$ cat src/mpwm_params.svh
// constants for the motion pwm module: offsets, fields, resets, encodings
`ifndef MPWM_PARAMS_SVH
`define MPWM_PARAMS_SVH

// global register byte offsets
`define MPWM_OFF_MCTL 12'h000
`define MPWM_OFF_SYNC 12'h004
`define MPWM_OFF_GUPD 12'h008
`define MPWM_OFF_OUTEN 12'h00c
`define MPWM_OFF_INV 12'h010
`define MPWM_OFF_FSEL 12'h014
`define MPWM_OFF_STAT 12'h018

// generator g sits at 0x040 * (g + 1); offsets within a generator
`define MPWM_G_CTL 6'h00
`define MPWM_G_LOAD 6'h04
`define MPWM_G_COUNT 6'h08
`define MPWM_G_CMPA 6'h0c
`define MPWM_G_CMPB 6'h10
`define MPWM_G_ACTA 6'h14
`define MPWM_G_ACTB 6'h18
`define MPWM_G_DBCTL 6'h1c
`define MPWM_G_DBRISE 6'h20
`define MPWM_G_DBFALL 6'h24
`define MPWM_G_INTEN 6'h28
`define MPWM_G_ISC 6'h2c

// status field positions
`define MPWM_STAT_FAULT_STICKY 8
`define MPWM_STAT_FAULT_PIN 9
`define MPWM_STAT_PEND_LSB 16

// action encodings, two bits per event
`define MPWM_ACT_NONE 2'h0
`define MPWM_ACT_INVERT 2'h1
`define MPWM_ACT_LOW 2'h2
`define MPWM_ACT_HIGH 2'h3

// reset values
`define MPWM_RST_LOAD 16'hffff
`define MPWM_RST_CMP 16'h0000
`define MPWM_RST_ACT 12'h000
`define MPWM_RST_DB 12'h000

`endif

$ cat src/mpwm_pkg.sv
// types shared by the motion pwm module files
package mpwm_pkg;

  typedef struct packed {
    logic cbd;
    logic cbu;
    logic cad;
    logic cau;
    logic load;
    logic zero;
  } mpwm_evt_type;

  typedef struct packed {
    logic dcmpb;
    logic dcmpa;
    logic dload;
    logic updn;
    logic en;
  } mpwm_gctl_type;

  typedef enum logic {
    DIR_UP,
    DIR_DOWN
  } mpwm_dir_type;

endpackage

$ cat src/mpwm_gen.sv
// one generator: counter, period and comparator values with deferred update
`include "mpwm_params.svh"
module mpwm_gen (
  // clock and reset
  input wire logic clk,
  input wire logic rst,
  // control
  input wire mpwm_pkg::mpwm_gctl_type ctl,
  input wire logic gmode,
  input wire logic gcmd,
  input wire logic restart,
  // value writes: 0 load, 1 cmpa, 2 cmpb
  input wire logic [2:0] wr,
  input wire logic [15:0] wdata,
  // state
  output logic [15:0] count,
  output logic [15:0] load,
  output logic [15:0] cmpa,
  output logic [15:0] cmpb,
  output logic [2:0] pend,
  output mpwm_pkg::mpwm_evt_type evt
);
  logic [15:0] val [3];
  logic [15:0] pval [3];
  logic [2:0] armed;
  logic [2:0] defer;
  logic sync_pt;
  logic up_dir;
  mpwm_pkg::mpwm_dir_type dir;

  assign defer = {ctl.dcmpb, ctl.dcmpa, ctl.dload};
  assign sync_pt = ctl.en && (count == 16'h0000);
  assign load = val[0];
  assign cmpa = val[1];
  assign cmpb = val[2];

  // a second write while pending replaces the value and keeps it pending
  always_ff @(posedge clk) begin
    if (rst) begin
      val[0] <= `MPWM_RST_LOAD;
      val[1] <= `MPWM_RST_CMP;
      val[2] <= `MPWM_RST_CMP;
      for (int i = 0; i < 3; i++) begin
        pval[i] <= 16'h0000;
      end
      pend <= 3'h0;
      armed <= 3'h0;
    end else begin
      for (int i = 0; i < 3; i++) begin
        if (wr[i] && !defer[i]) begin
          val[i] <= wdata;
          pend[i] <= 1'b0;
        end else if (wr[i]) begin
          pval[i] <= wdata;
          pend[i] <= 1'b1;
          armed[i] <= 1'b0;
        end else if (pend[i] && sync_pt && (armed[i] || !gmode)) begin
          val[i] <= pval[i];
          pend[i] <= 1'b0;
          armed[i] <= 1'b0;
        end else if (pend[i] && gcmd) begin
          armed[i] <= 1'b1;
        end
      end
    end
  end

  always_ff @(posedge clk) begin
    if (rst) begin
      count <= 16'h0000;
      dir <= mpwm_pkg::DIR_UP;
    end else if (restart) begin
      count <= ctl.updn ? 16'h0000 : val[0];
      dir <= mpwm_pkg::DIR_UP;
    end else if (ctl.en && !ctl.updn) begin
      count <= (count == 16'h0000) ? val[0] : count - 16'h0001;
      dir <= mpwm_pkg::DIR_DOWN;
    end else if (ctl.en) begin
      case (dir)
        mpwm_pkg::DIR_UP: begin
          if (count >= val[0]) begin
            dir <= mpwm_pkg::DIR_DOWN;
            count <= (count == 16'h0000) ? 16'h0000 : count - 16'h0001;
          end else begin
            count <= count + 16'h0001;
          end
        end
        mpwm_pkg::DIR_DOWN: begin
          if (count == 16'h0000) begin
            dir <= mpwm_pkg::DIR_UP;
            count <= (val[0] == 16'h0000) ? 16'h0000 : 16'h0001;
          end else begin
            count <= count - 16'h0001;
          end
        end
        default: begin
          dir <= mpwm_pkg::DIR_UP;
        end
      endcase
    end
  end

  assign up_dir = ctl.updn && (dir == mpwm_pkg::DIR_UP);
  assign evt.zero = ctl.en && (count == 16'h0000);
  assign evt.load = ctl.en && (count == val[0]);
  assign evt.cau = ctl.en && (count == val[1]) && up_dir;
  assign evt.cad = ctl.en && (count == val[1]) && !up_dir;
  assign evt.cbu = ctl.en && (count == val[2]) && up_dir;
  assign evt.cbd = ctl.en && (count == val[2]) && !up_dir;
endmodule

$ cat src/mpwm_top.sv
// motion pwm module top: ahb-lite registers, builders, dead-band, output stage
`include "mpwm_params.svh"
module mpwm_top (
  // clock and reset
  input wire logic clk,
  input wire logic rst,
  // ahb-lite slave
  input wire logic hsel,
  input wire logic [31:0] haddr,
  input wire logic [1:0] htrans,
  input wire logic hwrite,
  input wire logic [2:0] hsize,
  input wire logic [31:0] hwdata,
  input wire logic hready,
  output logic hreadyout,
  output logic hresp,
  output logic [31:0] hrdata,
  // power stage
  input wire logic fault_in,
  output logic [5:0] pwm_out,
  // converter start requests
  output logic [2:0] adc_trig
);
  // bus phase state
  logic ap_valid;
  logic ap_write;
  logic [11:0] ap_addr;
  logic wr_en;
  logic [31:0] rdat;

  // global configuration
  logic [2:0] gmode;
  logic [5:0] outen;
  logic [5:0] invert;
  logic [5:0] fsel;
  logic fault_sticky;
  logic [2:0] restart;
  logic gcmd;

  // per generator configuration and state
  mpwm_pkg::mpwm_gctl_type gctl [3];
  logic [11:0] act_a [3];
  logic [11:0] act_b [3];
  logic [2:0] db_en;
  logic [11:0] db_rise [3];
  logic [11:0] db_fall [3];
  logic [13:0] inten [3];
  logic [5:0] isc [3];
  logic [15:0] cnt_w [3];
  logic [15:0] ld_w [3];
  logic [15:0] ca_w [3];
  logic [15:0] cb_w [3];
  logic [2:0] pend_w [3];
  mpwm_pkg::mpwm_evt_type evt [3];
  logic [5:0] raw;

  function automatic logic gen_hit(input logic [11:0] a, input logic [1:0] g);
    return (a[11:8] == 4'h0) && (a[7:6] == (g + 2'h1));
  endfunction

  function automatic logic apply_act(input logic cur, input logic [1:0] act);
    logic r;
    r = cur;
    case (act)
      `MPWM_ACT_INVERT: r = !cur;
      `MPWM_ACT_LOW: r = 1'b0;
      `MPWM_ACT_HIGH: r = 1'b1;
      default: r = cur;
    endcase
    return r;
  endfunction

  // later events in the list win when several fire in one cycle
  function automatic logic wave_step(input logic cur, input logic [11:0] acts, input logic [5:0] ev);
    logic r;
    r = cur;
    for (int k = 0; k < 6; k++) begin
      if (ev[k]) begin
        r = apply_act(r, acts[2*k +: 2]);
      end
    end
    return r;
  endfunction

  assign hreadyout = 1'b1;
  assign hresp = 1'b0;
  assign wr_en = ap_valid && ap_write;

  // address phase capture; zero wait states
  always_ff @(posedge clk) begin
    if (rst) begin
      ap_valid <= 1'b0;
      ap_write <= 1'b0;
      ap_addr <= 12'h000;
    end else if (hready) begin
      ap_valid <= hsel && htrans[1];
      ap_write <= hwrite;
      ap_addr <= haddr[11:0];
    end
  end

  // global configuration and one-cycle commands
  always_ff @(posedge clk) begin
    if (rst) begin
      gmode <= 3'h0;
      outen <= 6'h00;
      invert <= 6'h00;
      fsel <= 6'h00;
      restart <= 3'h0;
      gcmd <= 1'b0;
    end else begin
      restart <= 3'h0;
      gcmd <= 1'b0;
      if (wr_en) begin
        case (ap_addr)
          `MPWM_OFF_MCTL: gmode <= hwdata[2:0];
          `MPWM_OFF_SYNC: restart <= hwdata[2:0];
          `MPWM_OFF_GUPD: gcmd <= hwdata[0];
          `MPWM_OFF_OUTEN: outen <= hwdata[5:0];
          `MPWM_OFF_INV: invert <= hwdata[5:0];
          `MPWM_OFF_FSEL: fsel <= hwdata[5:0];
          default: gcmd <= 1'b0;
        endcase
      end
    end
  end

  // per generator configuration registers
  always_ff @(posedge clk) begin
    if (rst) begin
      for (int i = 0; i < 3; i++) begin
        gctl[i] <= '0;
        act_a[i] <= `MPWM_RST_ACT;
        act_b[i] <= `MPWM_RST_ACT;
        db_rise[i] <= `MPWM_RST_DB;
        db_fall[i] <= `MPWM_RST_DB;
        inten[i] <= 14'h0000;
      end
      db_en <= 3'h0;
    end else if (wr_en) begin
      for (int i = 0; i < 3; i++) begin
        if (gen_hit(ap_addr, 2'(i))) begin
          case (ap_addr[5:0])
            `MPWM_G_CTL: gctl[i] <= hwdata[4:0];
            `MPWM_G_ACTA: act_a[i] <= hwdata[11:0];
            `MPWM_G_ACTB: act_b[i] <= hwdata[11:0];
            `MPWM_G_DBCTL: db_en[i] <= hwdata[0];
            `MPWM_G_DBRISE: db_rise[i] <= hwdata[11:0];
            `MPWM_G_DBFALL: db_fall[i] <= hwdata[11:0];
            `MPWM_G_INTEN: inten[i] <= hwdata[13:0];
            default: db_en[i] <= db_en[i];
          endcase
        end
      end
    end
  end

  // sticky event status, write one to clear; a new event wins over the clear
  always_ff @(posedge clk) begin
    if (rst) begin
      for (int i = 0; i < 3; i++) begin
        isc[i] <= 6'h00;
      end
    end else begin
      for (int i = 0; i < 3; i++) begin
        if (wr_en && gen_hit(ap_addr, 2'(i)) && (ap_addr[5:0] == `MPWM_G_ISC)) begin
          isc[i] <= (isc[i] & ~hwdata[5:0]) | (evt[i] & inten[i][5:0]);
        end else begin
          isc[i] <= isc[i] | (evt[i] & inten[i][5:0]);
        end
      end
    end
  end

  // converter start request, one pulse per selected event cycle
  always_ff @(posedge clk) begin
    if (rst) begin
      adc_trig <= 3'h0;
    end else begin
      for (int i = 0; i < 3; i++) begin
        adc_trig[i] <= |(evt[i] & inten[i][13:8]);
      end
    end
  end

  // fault latch for software; the pins never wait for it
  always_ff @(posedge clk) begin
    if (rst) begin
      fault_sticky <= 1'b0;
    end else if (fault_in) begin
      fault_sticky <= 1'b1;
    end else if (wr_en && (ap_addr == `MPWM_OFF_STAT) && hwdata[`MPWM_STAT_FAULT_STICKY]) begin
      fault_sticky <= 1'b0;
    end
  end

  for (genvar g = 0; g < 3; g++) begin : gen_blk
    logic [2:0] wr_val;
    logic wa;
    logic wb;
    logic db_prev;
    logic db_wait;
    logic [11:0] db_cnt;
    logic dba;
    logic dbb;

    assign wr_val[0] = wr_en && gen_hit(ap_addr, 2'(g)) && (ap_addr[5:0] == `MPWM_G_LOAD);
    assign wr_val[1] = wr_en && gen_hit(ap_addr, 2'(g)) && (ap_addr[5:0] == `MPWM_G_CMPA);
    assign wr_val[2] = wr_en && gen_hit(ap_addr, 2'(g)) && (ap_addr[5:0] == `MPWM_G_CMPB);

    mpwm_gen u_gen (
      .clk(clk),
      .rst(rst),
      .ctl(gctl[g]),
      .gmode(gmode[g]),
      .gcmd(gcmd),
      .restart(restart[g]),
      .wr(wr_val),
      .wdata(hwdata[15:0]),
      .count(cnt_w[g]),
      .load(ld_w[g]),
      .cmpa(ca_w[g]),
      .cmpb(cb_w[g]),
      .pend(pend_w[g]),
      .evt(evt[g])
    );

    // waveform builder
    always_ff @(posedge clk) begin
      if (rst) begin
        wa <= 1'b0;
        wb <= 1'b0;
      end else begin
        wa <= wave_step(wa, act_a[g], evt[g]);
        wb <= wave_step(wb, act_b[g], evt[g]);
      end
    end

    // dead-band: both legs low during the delay; delay is setting plus one cycle
    always_ff @(posedge clk) begin
      if (rst) begin
        db_prev <= 1'b0;
        db_wait <= 1'b0;
        db_cnt <= 12'h000;
        dba <= 1'b0;
        dbb <= 1'b0;
      end else begin
        db_prev <= wa;
        if (wa && !db_prev) begin
          dbb <= 1'b0;
          db_cnt <= db_rise[g];
          db_wait <= 1'b1;
        end else if (!wa && db_prev) begin
          dba <= 1'b0;
          db_cnt <= db_fall[g];
          db_wait <= 1'b1;
        end else if (db_wait) begin
          if (db_cnt == 12'h000) begin
            db_wait <= 1'b0;
            if (wa) begin
              dba <= 1'b1;
            end else begin
              dbb <= 1'b1;
            end
          end else begin
            db_cnt <= db_cnt - 12'h001;
          end
        end
      end
    end

    assign raw[2*g +: 2] = db_en[g] ? {dbb, dba} : {wb, wa};
  end

  // output stage; fault acts on the raw pin, so one edge after fault rises
  always_ff @(posedge clk) begin
    if (rst) begin
      pwm_out <= 6'h00;
    end else begin
      for (int i = 0; i < 6; i++) begin
        if (fault_in && fsel[i]) begin
          pwm_out[i] <= 1'b0;
        end else begin
          pwm_out[i] <= outen[i] && (raw[i] ^ invert[i]);
        end
      end
    end
  end

  // read mux, sampled in the address phase
  always_comb begin
    rdat = 32'h0000_0000;
    case (haddr[11:0])
      `MPWM_OFF_MCTL: rdat[2:0] = gmode;
      `MPWM_OFF_OUTEN: rdat[5:0] = outen;
      `MPWM_OFF_INV: rdat[5:0] = invert;
      `MPWM_OFF_FSEL: rdat[5:0] = fsel;
      `MPWM_OFF_STAT: begin
        rdat[2:0] = {|isc[2], |isc[1], |isc[0]};
        rdat[`MPWM_STAT_FAULT_STICKY] = fault_sticky;
        rdat[`MPWM_STAT_FAULT_PIN] = fault_in;
        rdat[`MPWM_STAT_PEND_LSB +: 3] = {|pend_w[2], |pend_w[1], |pend_w[0]};
      end
      default: rdat = 32'h0000_0000;
    endcase
    for (int i = 0; i < 3; i++) begin
      if (gen_hit(haddr[11:0], 2'(i))) begin
        case (haddr[5:0])
          `MPWM_G_CTL: rdat[4:0] = gctl[i];
          `MPWM_G_LOAD: rdat[15:0] = ld_w[i];
          `MPWM_G_COUNT: rdat[15:0] = cnt_w[i];
          `MPWM_G_CMPA: rdat[15:0] = ca_w[i];
          `MPWM_G_CMPB: rdat[15:0] = cb_w[i];
          `MPWM_G_ACTA: rdat[11:0] = act_a[i];
          `MPWM_G_ACTB: rdat[11:0] = act_b[i];
          `MPWM_G_DBCTL: rdat[0] = db_en[i];
          `MPWM_G_DBRISE: rdat[11:0] = db_rise[i];
          `MPWM_G_DBFALL: rdat[11:0] = db_fall[i];
          `MPWM_G_INTEN: rdat[13:0] = inten[i];
          `MPWM_G_ISC: rdat[5:0] = isc[i];
          default: rdat = 32'h0000_0000;
        endcase
      end
    end
  end

  // back-to-back read after write to the same word sees the old value
  always_ff @(posedge clk) begin
    if (rst) begin
      hrdata <= 32'h0000_0000;
    end else if (hready && hsel && htrans[1] && !hwrite) begin
      hrdata <= rdat;
    end
  end
endmodule

$ cat config.mk
export PLATFORM = sky130hd
export DESIGN_NAME = mpwm_top
export DESIGN_NICKNAME = d
export VERILOG_FILES = /design/src/mpwm_pkg.sv /design/src/mpwm_gen.sv /design/src/mpwm_top.sv
export VERILOG_INCLUDE_DIRS = /design/src
export SDC_FILE = /design/constraint.sdc
export NUM_CORES = 2
export LEC_CHECK = 0
export ABC_AREA = 0
export BUFFER_PORTS_ARGS = -buffer_cell sky130_fd_sc_hd__buf_2
export CAP_MARGIN = 10
export CORE_MARGIN = 8
export CORE_UTILIZATION = 55
export CTS_BUF_LIST = sky130_fd_sc_hd__clkbuf_8
export DETAILED_ROUTE_END_ITERATION = 10
export PLACE_DENSITY = 0.78
export SYNTH_ARGS = -nofsm -noshare
export SYNTH_HDL_FRONTEND = slang
export SYNTH_SLANG_ARGS = --single-unit
$ cat constraint.sdc
create_clock -name clk -period 5.1 [get_ports clk]
set_input_delay 1.02 -clock clk [delete_from_list [all_inputs] [get_ports clk]]
set_output_delay 1.02 -clock clk [all_outputs]
set_load 0.1 [all_outputs]
# Word-level counts from Yosys, hierarchy flattened
# Memories as Yosys holds them, arrays and structs flattened.
# Index checks and enable logic that the tools add are counted.
classes:
  n_addsub: 9
  n_lt_le_gt_ge: 3
  n_eq_ne: 157
  muxes: 518
  n_bitwise: 97
  n_reduce_logical: 293
op_table:
  columns: ["operator", "n"]
  rows:
  - ["16-bit 2-to-1 mux", 53]
  - ["1-bit 2-to-1 mux", 358]
  - ["12-bit 2-to-1 mux", 24]
  - ["6-bit case mux with 10 select lines", 3]
  - ["2-bit == test (second input constant)", 76]
  - ["16-bit == test", 9]
  - ["4-bit case mux with 12 select lines", 3]
  - ["1-bit logical AND", 112]
  - ["1-bit case mux with 3 select lines", 36]
  - ["16-bit zero test", 6]
  - ["16-bit case mux with 2 select lines", 3]
  - ["2-bit by 1-bit == test with 1-bit output (second input constant)", 38]
  - ["12-bit by 5-bit == test with 1-bit output (second input constant)", 6]
  - ["32-bit 2-to-1 mux", 2]
  - ["12-bit zero test", 5]
  - ["1-bit zero test", 58]
  - ["6-bit AND", 9]
  - ["1-bit OR", 51]
  - ["16-bit by 1-bit adder with 16-bit output (second input constant)", 3]
  - ["6-bit by 5-bit == test with 1-bit output (second input constant)", 8]
  - ["6-bit == test (second input constant)", 8]
  - ["16-bit >= comparator", 3]
  - ["16-bit by 1-bit subtractor with 16-bit output (second input constant)", 3]
  - ["3-bit nonzero test", 15]
  - ["other kinds (37)", 185]
word_totals:
  reg_bits: 207
  ram_bits: 507
  in_bits: 75
  output_inout_bits: 43
  elab_cells: 1156
  mem_count: 13
mem_list:
  columns: ["name", "words", "width", "read_ports", "rd_ports_with_merged_regs", "wr", "line_no", "source"]
  rows:
  - ["gen_blk[0].u_gen.pval", 3, 16, 3, 0, 3, "mpwm_gen.sv:24", "logic [15:0] pval [3];"]
  - ["gen_blk[0].u_gen.val", 3, 16, 3, 0, 3, "mpwm_gen.sv:23", "logic [15:0] val [3];"]
  - ["gen_blk[1].u_gen.pval", 3, 16, 3, 0, 3, "mpwm_gen.sv:24", null]
  - ["gen_blk[1].u_gen.val", 3, 16, 3, 0, 3, "mpwm_gen.sv:23", null]
  - ["gen_blk[2].u_gen.pval", 3, 16, 3, 0, 3, "mpwm_gen.sv:24", null]
  - ["gen_blk[2].u_gen.val", 3, 16, 3, 0, 3, "mpwm_gen.sv:23", null]
  - ["7 more memories", null, null, null, null, null, null, null]

# Depth between registers and ports, before layout
# An unclocked memory read counts as a cell.
depth:
  word_depth: 24
  ltp_mapped: 14
  ltp_nobuf: 12

# Hierarchy
# From an unflattened synthesis, not the netlist that was laid out.
unflattened:
  hier_cells: 4021
  area_unflattened_um2: 39600.5
modules_own_cells:
  columns: ["mod", "n_inst", "cells_per_inst", "area_each_um2", "seq_area_each_um2"]
  rows:
  - ["mpwm_top", 1, 1905, 18680.4, 9078.7]
  - ["mpwm_gen (gen_blk[1].u_gen ...)", 2, 707, 7046.8, 3343.2]
  - ["mpwm_gen (gen_blk[0].u_gen)", 1, 702, 6826.5, 3343.2]

# Worst setup path after synthesis
# Ideal clock, no wire load.
synth_timing:
  kind: "register -> register"
  startpoint: "reg gen_blk[2].u_gen.count[0]"
  endpoint: "reg gen_blk[2].u_gen.count[14]"
  setup_time_ns: 0.120
  arrival_ns: 3.245
  required_time_ns: 4.980
  path_slack_ns: 1.735
  path_stages_with_launch: 14
  path_buffers: 1
  synth_period_minus_slack_ns: 3.365
  cell_sequence: "dfxtp_1 clkbuf_1 inv_1 ha_1 nand2b_1 a21o_1 a21o_1 a21oi_1 o21ai_0 a211o_1 nor3_1 nand3_1 o311a_1 o31a_1"
synth_between:
  elab_chain_cells: 7
  elab_cells_between_ends: 12
  classes_between: "2 x add/sub; 1 x order compare; 8 x mux; 1 x reduce/logical"
synth_lines:
  columns: ["item", "line_no", "source"]
  rows:
  - ["start: declaration", "mpwm_gen.sv:16", "output logic [15:0] count,"]
  - ["start signal: assignment", "mpwm_gen.sv:73", "count <= ctl.updn ? 16'h0000 : val[0];"]
  - ["start signal: assignment", "mpwm_gen.sv:76", "count <= (count == 16'h0000) ? val[0] : count - 16'h0001;"]
  - ["start signal: assignment", "mpwm_gen.sv:83", "count <= (count == 16'h0000) ? 16'h0000 : count - 16'h0001;"]
  - ["16-bit by 1-bit subtractor with 16-bit output / 16-bit zero test (equally long branches)", null, null]
  - ["16-bit 2-to-1 mux", "mpwm_gen.sv:83", null]
  - ["16-bit 2-to-1 mux", "mpwm_gen.sv:81", "if (count >= val[0]) begin"]
  - ["16-bit case mux with 2 select lines", "mpwm_gen.sv:79", "case (dir)"]
  - ["16-bit 2-to-1 mux", "mpwm_gen.sv:78", "end else if (ctl.en) begin"]
  - ["16-bit 2-to-1 mux (*)", "mpwm_gen.sv:75", "end else if (ctl.en && !ctl.updn) begin"]
  - ["16-bit 2-to-1 mux (*)", "mpwm_gen.sv:72", "end else if (restart) begin"]
# Mark *: on every way between the ends. The rest lies on a longest branch, timed or not. The select of a mux whose other input is x is not followed.
# A chain may end at the register's enable or synchronous reset.

==> summary.md <==
| Metric | Value |
|---|---|
| Area delta synth->final | `9.27%` |
| Ys flop type | `edfxtp_1` |
| Max Cap Violations | `0` |
| IO buf count | `62` |
| Core area | `0.0699 sq mm` |
| Power per cell area | `316 mW/mm^2` |
| Sequential Power Share | `between 40% and 50%` |
| Worst r2r src | `gen_blk[1].u_gen.val[0][10]` |
| I/O Pins | `118` |
| Hold path start | `hrdata[16]` |
| Post-DR wirelength/cell | `28.9 microns` |
| WP data arrival | `4.73 ns` |
| Final core utilization | `60.6%` |
| Layout cells sized above 1 | `10.1%` |
| Part of the power in combinational logic | `13.9%` |
| Largest net degree at the start of global routing | `78` |
| Clock Skews | `0.0686 ns` |
| Maximum clock path buffer count | `3` |
| Leak | `15.7 nW` |
| Crit Path Category | `reg -> reg` |
| Slew HR | `13.0%` |
| Final Cycle Share | `79.1%` |
| CP Max Fanout | `8` |
| Post-CTS Setup Inserts | `0` |
| Cell Count, Final, Fillers Out | `5106` |
| CTS tree | `done` |
| GR met1 Demand/Resource | `46.3%` |
| Worst-path clk slew | `0.07 ns` |
| Root buffer cell | `clkbuf_8` |
| Hold Buf Count CTS | `0` |
| Min-Delay Path Class | `reg -> reg` |
| Post-route DRC | `0` |
| Hold Path End | `hrdata[16]` |
| Die height | `282 microns` |
| Worst Setup SP | `gen_blk[1].u_gen.val[0][10]` |
| Yosys cell types | `94` |
| Num CTS Buffers | `113` |
| Gr ovfl total | `0` |
| CTS sink cnt | `701` |
| Vias in the first global route | `32300` |
| Met2 usage | `51.7%` |
| First-pass GRT wire length | `214000 microns` |
| Final setup violation count | `0` |
| Status | `finished clean` |
| Mapped cell area | `0.0388 sq mm` |
| RSZ-0062 raised after global routing | `false` |
| M3 GR Usage | `14.5%` |
| Pre-antenna DRT Iters | `7` |
| Iteration-0 DRC Markers | `between 6000 and 7000` |
| Worst EP required | `5.79 ns` |
| Total Wirelength | `148000 microns` |
| Placed insts | `between 4000 and 5000` |
| Initial Utilization | `55.5%` |
| Internal power | `9.42 mW` |
| Die area | `0.0793 sq mm` |
| Critical Path Source Type | `flop` |
| Via Count | `35000` |
| Register area share after synthesis | `49.3%` |
| Slew Limit Fails | `0` |
| Post-synth EDFFs | `507` |
| Nets | `4208` |
| Mean Syn Cell Area | `9.57 sq um` |
| Worst vdd rail ir drop | `0.315 mV` |
| Clock power share | `between 30% and 40%` |
| GPL Wtd Cong | `1.02` |
| Crit end category | `flop` |
| Most Crowded Layer GR | `met2` |
| Yosys warning count | `0` |
| Final ANT Viol Nets | `0` |
| Vias per std cell | `just under 7` |
| Worst-Margin Slew | `1.29 ns` |
| Worst reg2reg setup slack | `1.06 ns` |
| DP HPWL | `~100000 microns` |
| Net switching power | `3.97 mW` |
| Final hold vios | `0` |
| Cell count after synthesis | `4055` |
| Worst R2R End | `gen_blk[1].wa` |
| Crit path time final | `4.04 ns` |
| Global Route Usage Sum | `36.2%` |
| Async SR Flop Fraction | `0%` |
| Initial antenna violation count | `11` |
| Worst skew pair latency | `0.80 ns` |
| Maximum clock frequency | `248 MHz` |
| Die Wd | `282 microns` |
| Net Sw Frac | `29.7%` |
| Depth of the most critical reg-to-reg path | `12` |
| Rows | `97` |
| Post-CTS Resized | `0` |
| Hold depth | `2` |
| Final TNS setup | `0 ns` |
| Synth Register Bits | `~700` |
| H-tree depth | `3` |
==> cell usage after synthesis (26+ instances only) <==
| cell type | number | area share (%) |
|---|---|---|
| xor2_1 | 81 | 1.8 |
| inv_1 | 110 | 1.1 |
| dfxtp_1 | 194 | 10 |
| o211ai_1 | 28 | 0.54 |
| nand4_1 | 47 | 0.76 |
| a22o_1 | 43 | 0.97 |
| nand2_1 | 457 | 4.4 |
| nand3_1 | 122 | 1.6 |
| nor3_1 | 97 | 1.3 |
| edfxtp_1 | 507 | 39 |
| a31oi_1 | 53 | 0.85 |
| a211oi_1 | 49 | 0.95 |
| ha_1 | 69 | 2.2 |
| nor2_1 | 363 | 3.5 |
| xnor2_1 | 85 | 1.9 |
| and2_1 | 134 | 2.2 |
| o21ai_0 | 189 | 2.4 |
| a21o_1 | 36 | 0.70 |
| nor3b_1 | 26 | 0.50 |
| and3_1 | 33 | 0.53 |
| nor4_1 | 72 | 1.2 |
| clkbuf_1 | 273 | 2.6 |
| a21oi_1 | 283 | 3.7 |
| a221oi_1 | 43 | 0.97 |
| a22oi_1 | 115 | 2.2 |
| mux2i_1 | 103 | 2.7 |
| or3_1 | 31 | 0.50 |
==> worst max-delay path by stage <==
stage               cells after the start  slack, ns                         end
floorplan                              13       1.74  gen_blk[2].u_gen.count[14]
global placement                        9       1.02                   hrdata[4]
detailed placement                      9       1.03                   hrdata[4]
CTS                                    12       1.19               gen_blk[1].wa
global route                           11       0.96               gen_blk[1].wa
finish                                 12       1.06               gen_blk[1].wa
==> worst max-delay path: stages, from the launching register on <==
cell      delay (ns)
edfxtp_1        0.62
inv_1           0.09
ha_1            0.31
nand4_1         0.14
nor4_1          0.64
and3_1          0.62
mux2i_1         0.19
o32ai_2         0.41
a31oi_1         0.15
a31oi_1         0.20
mux2i_1         0.24
a211oi_2        0.10
a311oi_2        0.27
==> cell type report <==
type,count,area (sq um)
multi-input cells,2948,18200
inverters,111,417
clock inverters,96,632
fillers,5939,27500
clock buffers,117,1610
diodes,4,10.0
flip-flops and latches,701,19100
well taps,940,1180
repair buffers,189,1270
==> state kept, by name, indices dropped and copies added (netlist names), 36 cells and up <==
signal and flops:
act_a 36, gen_blk.db_cnt 36, db_fall 36, inten 42
gen_blk.u_gen.pval 144, db_rise 36, gen_blk.u_gen.count 48, act_b 36
gen_blk.u_gen.val 144
==> stage by stage <==
step / power, mW / instance area [sq um] / hold slack, ns / setup slack, ns
2_1_floorplan: 7.94 / 38900 / 0.445 / 1.74
4_1_cts: 13.3 / 42400 / 0.458 / 1.19
6_report: 13.4 / 42400 / 0.454 / 1.06
5_1_grt: 13.8 / 42400 / 0.470 / 0.961
3_5_place_dp: 8.49 / 40100 / 0.447 / 1.03
3_3_place_gp: 8.46 / 40100 / 0.440 / 1.02
==> kinds of logic (layout without fill, tap and decap cells) <==
kind of cell / count (synthesis) / count (layout) / share of synthesized area [%]
AOI/OAI and AO/OA: 1043 / 1043 / 17.9
xor gates and xnor gates: 166 / 166 / 3.75
adders and majority gates: 69 / 69 / 2.23
buffers and inverters: 437 / 513 / 4.49
DFF: 701 / 701 / 49.3
muxes: 121 / 121 / 3.38
other: 2 / 37 / 0.0194
and+or+nand+nor: 1516 / 1516 / 19.0
==> placed cells by master (no fill, tap or decap), types with 103 or more instances in the layout <==
| cell | instances |
|---|---|
| edfxtp_1 | 507 |
| buf_4 | 128 |
| dfxtp_1 | 194 |
| and2_1 | 134 |
| a21oi_1 | 283 |
| nand3_1 | 122 |
| nor2_1 | 356 |
| nand2_1 | 457 |
| o21ai_0 | 177 |
| inv_1 | 134 |
| mux2i_1 | 103 |
| clkbuf_8 | 117 |
| a22oi_1 | 115 |
==> power by group through the flow <==
| stage | clock network (mW) | logic, mW | registers (mW) |
|---|---|---|---|
| after floorplan | 0 | 1.36 | 6.59 |
| after detailed placement | 0 | 1.79 | 6.70 |
| after CTS | 4.92 | 1.81 | 6.58 |
| after global placement | 0 | 1.76 | 6.70 |
| after global routing | 5.15 | 2.02 | 6.62 |
| final | 4.93 | 1.86 | 6.60 |
==> routing by layer <==
layer	wire, microns	vias to the layer above
li1	-	15100
met1	53600	16400
met2	60300	2949
met5	39	-
met3	23500	618
met4	10400	8
Note: power is estimated with default switching activity, not from simulation.
